[config.mk]
export PLATFORM = sky130hd
export DESIGN_NAME = ccg_clock_ctrl
export DESIGN_NICKNAME = d
export VERILOG_FILES = /design/src/logic/ccg_pkg.sv /design/src/logic/ccg_clock_ctrl.sv
export SDC_FILE = /design/constraint.sdc
export NUM_CORES = 1
export LEC_CHECK = 0
export CORE_UTILIZATION = 30
export DETAILED_ROUTE_END_ITERATION = 10
export DONT_BUFFER_PORTS = 1
export RECOVER_POWER = 50
export SLEW_MARGIN = 20
export SYNTH_ARGS = -nofsm -noshare
export SYNTH_HDL_FRONTEND = slang
export SYNTH_SLANG_ARGS = --single-unit
[constraint.sdc]
create_clock -name clk -period 2.7 [get_ports clk]
set_input_delay 0.54 -clock clk [delete_from_list [all_inputs] [get_ports clk]]
set_output_delay 0.54 -clock clk [all_outputs]
set_load 0.02 [all_outputs]
[src/logic/ccg_pkg.sv]
// package of offsets, fields, reset values and carrier types for the clock gating block
package ccg_pkg;

  // register byte offsets
  localparam logic [7:0] OFF_SYS_EN      = 8'h00;
  localparam logic [7:0] OFF_SYS_DIS     = 8'h04;
  localparam logic [7:0] OFF_SYS_STAT    = 8'h08;
  localparam logic [7:0] OFF_PER_EN      = 8'h10;
  localparam logic [7:0] OFF_PER_DIS     = 8'h14;
  localparam logic [7:0] OFF_PER_STAT    = 8'h18;
  localparam logic [7:0] OFF_OSC_CFG     = 8'h20;
  localparam logic [7:0] OFF_FREQ        = 8'h24;
  localparam logic [7:0] OFF_PLL_CFG     = 8'h2c;
  localparam logic [7:0] OFF_SHARED_STAT = 8'h68;

  // field positions
  localparam int SYS_CPU_BIT    = 0;
  localparam int SYS_USB_BIT    = 7;
  localparam int SYS_PROG_LSB   = 8;
  localparam int OSC_EN_BIT     = 0;
  localparam int OSC_BYP_BIT    = 1;
  localparam int OSC_DLY_LSB    = 8;
  localparam int FREQ_VALID_BIT = 16;
  localparam int PLL_DIV_LSB    = 0;
  localparam int PLL_CNT_LSB    = 8;
  localparam int PLL_RANGE_LSB  = 14;
  localparam int PLL_MUL_LSB    = 16;
  localparam int PLL_USB_LSB    = 28;
  localparam int SR_MAIN_OSC_STABLE_FLAG_BIT   = 0;
  localparam int SR_LOCK_BIT    = 2;
  localparam int SR_MCKRDY_BIT  = 3;

  // reset values
  localparam logic [31:0] SYS_STAT_RST = 32'h0000_0001;
  localparam logic [31:0] PLL_CFG_RST  = 32'h0000_3f00;

  // timing counts, in slow clock cycles
  localparam logic [10:0] OSC_DLY_SCALE = 11'h008;
  localparam logic [4:0]  FREQ_WINDOW   = 5'h10;

  typedef struct packed {
    logic        psel;
    logic        penable;
    logic        pwrite;
    logic [7:0]  paddr;
    logic [31:0] pwdata;
  } ccg_apb_req_t;

  typedef struct packed {
    logic [31:0] prdata;
    logic        pready;
    logic        pslverr;
  } ccg_apb_rsp_t;

  typedef enum logic [1:0] {MEAS_WAIT, MEAS_RUN, MEAS_DONE} ccg_meas_t;

endpackage

[src/logic/ccg_clock_ctrl.sv]
// clock gating, oscillator, frequency meter and pll settings with an apb register slave
//
// Added by the designer: the register offsets and register access over APB.
`timescale 1ns/100ps

// What this block does
// - status bit 0 reads one while the processor clock runs, zero when stopped.
// - status bit 7 shows whether the 48 MHz usb port clock is enabled.
// - status bits 8 to 11 show each programmable clock output's enable.
// - writing one to enable bit x (2..31) switches peripheral clock x on.
// - bits of unimplemented peripherals are ignored and always read zero.
// - writing one to disable bit x switches peripheral clock x off.
// - peripheral status bit x reads one while clock x is enabled.
// - with the oscillator enabled, stable flag rises after the start-up interval.
// - with bypass set, the stable flag is set at once.
// - clearing enable and bypass clears the stable flag.
// - start-up field in bits 8..15 gives a delay of value times 8 slow cycles.
// - low 16 bits of frequency register count main cycles in 16 slow periods.
// - frequency valid bit 16 is one only after oscillator on or bypassed and measure done.
// - pll input divider 0 gives no output, 1 bypasses, 2..255 divide.
// - after each pll write, lock waits the settle count of slow cycles.
// - multiplier zero turns pll off, otherwise output is input times value+1.
// - usb divider 00 undivided, 01 by 2, 10 by 4, 11 reserved.
// - shared status lock flag reads zero unlocked, one once locked.
// - writing one to system disable bit 0 stops the processor clock.
module ccg_clock_ctrl #(
  parameter logic [31:0] PERIPH_MASK = 32'hffff_fffc
) (
  input  wire logic                  clk,               // 100 MHz system clock
  input  wire logic                  rstn,              // async reset
  input  wire ccg_pkg::ccg_apb_req_t apbReq,            // apb request group
  output ccg_pkg::ccg_apb_rsp_t      apbRsp,            // apb answer group
  input  wire logic                  slowClkIn,         // slow clock pin, sampled
  input  wire logic                  mainClkIn,         // main clock, sampled
  output logic                       cpuClockState,     // processor clock enable
  output logic                       usbPortClockState, // usb 48 MHz clock enable
  output logic [3:0]                 progClockState,    // programmable clock enables
  output logic [31:0]                peripheralGate,    // peripheral clock enables
  output logic                       mainOscEnable,     // oscillator run
  output logic                       oscBypassSelect,   // external clock on crystal in
  output logic                       mainOscStableFlag, // oscillator stable
  output logic                       pllLockFlag,       // pll locked
  output logic                       pllRun,            // pll active
  output logic [7:0]                 pllDivide,         // pll input divider
  output logic [10:0]                pllFeedbackFactor, // pll multiplier field
  output logic [1:0]                 pllRange,          // pll frequency range
  output logic [1:0]                 usbClockShift      // usb divide as power of two
);
  import ccg_pkg::*;

  typedef struct packed {
    logic        cpuOn;
    logic        usbOn;
    logic [3:0]  prog;
    logic [31:0] periph;
    logic        oscEn;
    logic        oscByp;
    logic [7:0]  oscDly;
    logic [10:0] oscCnt;
    logic        main_osc_stable_flag;
    ccg_meas_t   meas;
    logic [4:0]  slowCnt;
    logic [15:0] mainCnt;
    logic [15:0] freq;
    logic        freqValid;
    logic [7:0]  pllDiv;
    logic [5:0]  pllCnt;
    logic [1:0]  pllRng;
    logic [10:0] pllMul;
    logic [1:0]  usbRatio;
    logic [5:0]  lockCnt;
    logic        lock;
    logic        pllOn;
    logic [1:0]  usbShift;
    logic [31:0] rdata;
    logic        err;
    logic [2:0]  slowSync;
    logic [2:0]  mainSync;
  } ccg_state_t;

  localparam ccg_state_t ST_RST = '{
    cpuOn:   SYS_STAT_RST[SYS_CPU_BIT],
    usbOn:   SYS_STAT_RST[SYS_USB_BIT],
    prog:    SYS_STAT_RST[SYS_PROG_LSB +: 4],
    pllDiv:  PLL_CFG_RST[PLL_DIV_LSB +: 8],
    pllCnt:  PLL_CFG_RST[PLL_CNT_LSB +: 6],
    pllRng:  PLL_CFG_RST[PLL_RANGE_LSB +: 2],
    pllMul:  PLL_CFG_RST[PLL_MUL_LSB +: 11],
    usbRatio: PLL_CFG_RST[PLL_USB_LSB +: 2],
    lockCnt: PLL_CFG_RST[PLL_CNT_LSB +: 6],
    meas:    MEAS_WAIT,
    default: '0
  };

  ccg_state_t st_q;
  ccg_state_t st_d;

  logic        setupRd;
  logic        accWr;
  logic        slowTick;
  logic        mainEdge;
  logic [31:0] wd;
  logic [31:0] rmux;
  logic        rerr;

  assign wd      = apbReq.pwdata;
  assign setupRd = apbReq.psel && !apbReq.penable;
  assign accWr   = apbReq.psel && apbReq.penable && apbReq.pwrite;
  // only the second and third stages are compared, never the first
  assign slowTick = st_q.slowSync[1] && !st_q.slowSync[2];
  assign mainEdge = st_q.mainSync[1] && !st_q.mainSync[2];

  // read data is captured in the setup cycle so prdata comes from a flop
  always_comb begin
    rmux = '0;
    rerr = 1'b0;
    if (apbReq.paddr == OFF_SYS_STAT) begin
      rmux[SYS_CPU_BIT] = st_q.cpuOn;
      rmux[SYS_USB_BIT] = st_q.usbOn;
      rmux[SYS_PROG_LSB +: 4] = st_q.prog;
    end else if (apbReq.paddr == OFF_PER_STAT) begin
      rmux = st_q.periph;
    end else if (apbReq.paddr == OFF_OSC_CFG) begin
      rmux[OSC_EN_BIT] = st_q.oscEn;
      rmux[OSC_BYP_BIT] = st_q.oscByp;
      rmux[OSC_DLY_LSB +: 8] = st_q.oscDly;
    end else if (apbReq.paddr == OFF_FREQ) begin
      rmux[15:0] = st_q.freq;
      rmux[FREQ_VALID_BIT] = st_q.freqValid;
    end else if (apbReq.paddr == OFF_PLL_CFG) begin
      rmux[PLL_DIV_LSB +: 8] = st_q.pllDiv;
      rmux[PLL_CNT_LSB +: 6] = st_q.pllCnt;
      rmux[PLL_RANGE_LSB +: 2] = st_q.pllRng;
      rmux[PLL_MUL_LSB +: 11] = st_q.pllMul;
      rmux[PLL_USB_LSB +: 2] = st_q.usbRatio;
    end else if (apbReq.paddr == OFF_SHARED_STAT) begin
      rmux[SR_MAIN_OSC_STABLE_FLAG_BIT] = st_q.main_osc_stable_flag;
      rmux[SR_LOCK_BIT] = st_q.lock;
      // master clock selection lives elsewhere; reported ready
      rmux[SR_MCKRDY_BIT] = 1'b1;
    end else if (apbReq.paddr == OFF_SYS_EN || apbReq.paddr == OFF_SYS_DIS ||
                 apbReq.paddr == OFF_PER_EN || apbReq.paddr == OFF_PER_DIS) begin
      rmux = '0;
    end else begin
      rerr = 1'b1;
    end
  end

  always_comb begin
    st_d = st_q;
    st_d.slowSync = {st_q.slowSync[1:0], slowClkIn};
    st_d.mainSync = {st_q.mainSync[1:0], mainClkIn};
    if (setupRd) begin
      st_d.rdata = rmux;
      st_d.err = rerr;
    end

    // oscillator start-up countdown
    if (st_q.oscEn && !st_q.main_osc_stable_flag) begin
      if (st_q.oscCnt == '0) begin
        st_d.main_osc_stable_flag = 1'b1;
      end else if (slowTick) begin
        st_d.oscCnt = st_q.oscCnt - 11'h001;
      end
    end

    // pll settle countdown; a pll with zero multiplier never locks
    if (!st_q.lock && st_q.pllMul != '0) begin
      if (st_q.lockCnt == '0) begin
        st_d.lock = 1'b1;
      end else if (slowTick) begin
        st_d.lockCnt = st_q.lockCnt - 6'h01;
      end
    end

    // frequency meter, aligned to a slow clock edge
    case (st_q.meas)
      MEAS_WAIT: begin
        if (st_q.main_osc_stable_flag && slowTick) begin
          st_d.meas = MEAS_RUN;
          st_d.slowCnt = '0;
          st_d.mainCnt = '0;
        end
      end
      MEAS_RUN: begin
        if (mainEdge && st_q.mainCnt != 16'hffff) begin
          st_d.mainCnt = st_q.mainCnt + 16'h0001;
        end
        if (slowTick) begin
          st_d.slowCnt = st_q.slowCnt + 5'h01;
          if (st_q.slowCnt + 5'h01 == FREQ_WINDOW) begin
            st_d.meas = MEAS_DONE;
            // saturated count must not wrap on the closing edge
            st_d.freq = st_q.mainCnt +
                        {15'h0000, mainEdge && st_q.mainCnt != 16'hffff};
            st_d.freqValid = 1'b1;
          end
        end
      end
      MEAS_DONE: begin
        st_d.meas = MEAS_DONE;
      end
      default: begin
        st_d.meas = MEAS_WAIT;
      end
    endcase
    if (!st_q.oscEn && !st_q.oscByp) begin
      st_d.meas = MEAS_WAIT;
      st_d.freqValid = 1'b0;
    end

    // register writes take effect on the access edge
    if (accWr) begin
      if (apbReq.paddr == OFF_SYS_EN) begin
        st_d.usbOn = st_q.usbOn | wd[SYS_USB_BIT];
        st_d.prog = st_q.prog | wd[SYS_PROG_LSB +: 4];
      end else if (apbReq.paddr == OFF_SYS_DIS) begin
        st_d.cpuOn = st_q.cpuOn & ~wd[SYS_CPU_BIT];
        st_d.usbOn = st_q.usbOn & ~wd[SYS_USB_BIT];
        st_d.prog = st_q.prog & ~wd[SYS_PROG_LSB +: 4];
      end else if (apbReq.paddr == OFF_PER_EN) begin
        st_d.periph = st_q.periph | (wd & PERIPH_MASK);
      end else if (apbReq.paddr == OFF_PER_DIS) begin
        st_d.periph = st_q.periph & ~(wd & PERIPH_MASK);
      end else if (apbReq.paddr == OFF_OSC_CFG) begin
        st_d.oscEn = wd[OSC_EN_BIT];
        st_d.oscByp = wd[OSC_BYP_BIT];
        st_d.oscDly = wd[OSC_DLY_LSB +: 8];
        // bypass wins if software breaks the exclusive setting
        if (wd[OSC_BYP_BIT]) begin
          st_d.main_osc_stable_flag = 1'b1;
        end else if (!wd[OSC_EN_BIT]) begin
          st_d.main_osc_stable_flag = 1'b0;
          // invalidate with the flag, not one cycle later
          st_d.freqValid = 1'b0;
          st_d.meas = MEAS_WAIT;
        end else if (!st_q.oscEn || st_q.oscByp) begin
          // fresh start-up: restart the interval
          st_d.main_osc_stable_flag = 1'b0;
          st_d.oscCnt = 11'(wd[OSC_DLY_LSB +: 8] * OSC_DLY_SCALE);
        end
      end else if (apbReq.paddr == OFF_PLL_CFG) begin
        st_d.pllDiv = wd[PLL_DIV_LSB +: 8];
        st_d.pllCnt = wd[PLL_CNT_LSB +: 6];
        st_d.pllRng = wd[PLL_RANGE_LSB +: 2];
        st_d.pllMul = wd[PLL_MUL_LSB +: 11];
        st_d.usbRatio = wd[PLL_USB_LSB +: 2];
        st_d.lock = 1'b0;
        st_d.lockCnt = wd[PLL_CNT_LSB +: 6];
      end
    end

    // pll runs only with a nonzero divider and multiplier
    st_d.pllOn = (st_d.pllMul != '0) && (st_d.pllDiv != '0);
    case (st_d.usbRatio)
      2'b00: st_d.usbShift = 2'd0;
      2'b01: st_d.usbShift = 2'd1;
      2'b10: st_d.usbShift = 2'd2;
      default: st_d.usbShift = st_q.usbShift;         // reserved keeps last
    endcase
  end

  always_ff @(posedge clk or negedge rstn) begin
    if (!rstn) begin
      st_q <= ST_RST;
    end else begin
      st_q <= st_d;
    end
  end

  // no wait state: setup captures, access answers
  assign apbRsp.pready  = apbReq.psel && apbReq.penable;
  assign apbRsp.prdata  = st_q.rdata;
  assign apbRsp.pslverr = apbReq.psel && apbReq.penable && st_q.err;

  assign cpuClockState     = st_q.cpuOn;
  assign usbPortClockState = st_q.usbOn;
  assign progClockState    = st_q.prog;
  assign peripheralGate    = st_q.periph;
  assign mainOscEnable     = st_q.oscEn;
  assign oscBypassSelect   = st_q.oscByp;
  assign mainOscStableFlag = st_q.main_osc_stable_flag;
  assign pllLockFlag       = st_q.lock;
  assign pllRun            = st_q.pllOn;
  assign pllDivide         = st_q.pllDiv;
  assign pllFeedbackFactor = st_q.pllMul;
  assign pllRange          = st_q.pllRng;
  assign usbClockShift     = st_q.usbShift;
endmodule

==> results.toml <==
[routing]
vias = 6650
wl_per_cell_um = 19.01
viasPerCell = 5.096
drt_wl_total_mm = 24.81
ant_nets = 0
dr.pass1.iters = 7
drt_first_iter_violations = 442
drc = 0

[clock_network]
cts_tree = "yes"
cts_resized = 0
cts.path.max_buffers = 2
cts.sinks = 176
clk-insertion-delay-late_ps = 430
cts_root_buf = "clkbuf_16"
cts_buffers = 17
clk_transition_reported_paths_ps = 70
ctsHtreeMaxLevel = 4
post_cts.repair.setup_buffers = 0

[timing]
setup-tns-final_ps = 0
drv_slew = 0
finalCriticalPeriod_ps = 2308
rsz0062_at_grt = "false"
setup_violations = 0
worst_pin_slew_ps = 623.8
skew_ps = 11.37
maxSlewHeadroom = 0.5842
hold_slack_ps = -197.9
final.period_utilization = 0.8547
max_freq_mhz = 433.3
hold_viol_final = 167

[layout]
drive_gt1_frac = 0.1050
nNetsFinal = 955
syn_to_final_growth_pct = 4.611
final_cell_area_mm2 = 0.009652

[setup_path]
r2r_end = "st_q[94]"
endpoint = "st_q[94]"
crit_path_end_kind = "flop"
path_class = "flop to flop"
startpoint = "st_q[95]"
path_max_fanout = 6
worstRegToRegCells = 10
timing.rr.start = "st_q[95]"
cp.arrival_ps = 2620
reg2reg_slack_ps = 390
required_ps = 3010
start_kind = "flop"

[yosys]
yosysTopAreaCell = "dfrtp_1"
synthesis.area_mm2 = 0.009226
synth_cells = 986
synth-async-reset-ratio = 1.000
syn_avg_cell_area_um2 = 9.357
synth-edff-count = 0
ys_seq_elements = 176
yosys-top-cells-count = "nand2_1, dfrtp_1, buf_4"
yosys.cell_count.top_type = "nand2_1"
ys.warnings.count = 0
ys_types = 66
synthTopCellsByArea = "dfrtp_1, buf_4, nand2_1, mux2i_1, dfstp_2"
yosysTopAreaCellShare = 0.4421
synth.yosys.seq_area_share = 0.4791
ys.flop_type = "dfrtp_1"

[run_status]
failed_checks = "negative hold slack"
outcome = "finished, violations left"

[floorplanning]
chipHeight_um = 177.4
die_area_mm2 = 0.03146
rows = 63
ios = 147
coreArea_mm2 = 0.02995
die_w_um = 177.4
initial_utilization = 0.3080

[pwr]
p_per_area_mw_per_mm2 = 600.4
ir_drop_mv = 0.3149
p_leak_uw = 0.004497

[worst_hold_path]
hold_path_class = "primary input to async pin"

[placement]
hpwl_mm = 17.98
io_buffers = 0
place_area_mm2 = 0.009071
gp_congestion = 0.8915

[job]
cap_violations = 0

[grt]
grt_pass1_wl_mm = 38.14
grt.total_usage = 0.1599
grt_max_degree = 177
antenna_found_initial = 2
grt_pass1_vias = 6613
grt_overflow = 0
report_power, final:
| part | switching [uW] | internal [uW] | leakage (uW) |
|---|---|---|---|
| combinational | 188 | 132 | 0.00207 |
| sequential | 146 | 2730 | 0.00214 |
| clock | 1100 | 1500 | 0.000293 |
| total | 1430 | 4360 | 0.00450 |
worst max-delay path: stages (launching register included):
cell and delay [ps]:
dfrtp_1 420, ha_1 260, inv_1 120, nor3_1 80, a21oi_1 150, ha_1 180, and3_1 210, nand3_1 270
nor3_1 270, xnor2_1 150, a21oi_1 80
logic make-up (layout without fill, tap and decap cells):
kind of cell,Yosys count,after routing,synth area share
adders and majority gates,7,7,0.009492
muxes,62,62,0.06984
other,1,3,0.0004064
buffers and inverters,182,109,0.1120
xor gates and xnor gates,32,32,0.03038
DFF,176,176,0.4791
and+or+nand+nor,377,377,0.1980
AOI/OAI and AO/OA,149,149,0.1008
stage by stage:
stage	instances	setup slack (ps)	total power, uW	hold WS (ps)	utilization
after floorplan	987	596.8	3175	244.4	-
after global routing	1304	179.2	6040	-224.9	0.3221
after detailed placement	1272	397.1	3245	247.7	0.3028
after CTS	1304	386.6	5866	-230.2	0.3234
final	1305	392.4	5795	-197.9	0.3222
after global placement	1272	397.1	3239	250.5	0.3028
per-layer routing:
| metal | vias up | wire (um) | share of wire | global-route usage |
|---|---|---|---|---|
| li1 | 3098 | - | - | - |
| met2 | 202 | 11580 | 0.47 | 0.2559 |
| met4 | 2 | 704 | 0.028 | 0.07051 |
| met5 | - | 13 | 0.00052 | 0 |
| met1 | 3307 | 10740 | 0.43 | 0.1960 |
| met3 | 41 | 1770 | 0.071 | 0.05141 |
worst min-delay path by stage:
stage | startpoint | endpoint | slack [ps] | cells after the start
detailed placement | rstn | async pin | 250 | 0
CTS | rstn | st_d[4] | -230 | 0
floorplan | rstn | async pin | 240 | 0
global route | rstn | apbRsp[32] | -220 | 0
global placement | rstn | async pin | 250 | 0
finish | rstn | async pin | -200 | 0
cells in the final DEF (no fill, tap or decap), types with 20 or more instances in the layout:
cell type    n
nand3_1     34
buf_4       20
inv_1       53
nand2_1    173
dfrtp_1    163
a21oi_1     56
mux2i_1     43
o21ai_0     32
nor2_1      54
cell type report:
class / count / area, um^2
repair buffers: 24 / 165.2
clock buffers: 19 / 442.9
clock inverters: 13 / 172.7
inverters: 53 / 198.9
well taps: 390 / 488.0
flip-flops and latches: 176 / 4420
multi-input cells: 629 / 3761
fillers: 3045 / 20300
diodes: 1 / 2.502
Note: power is estimated with default switching activity, not from simulation.
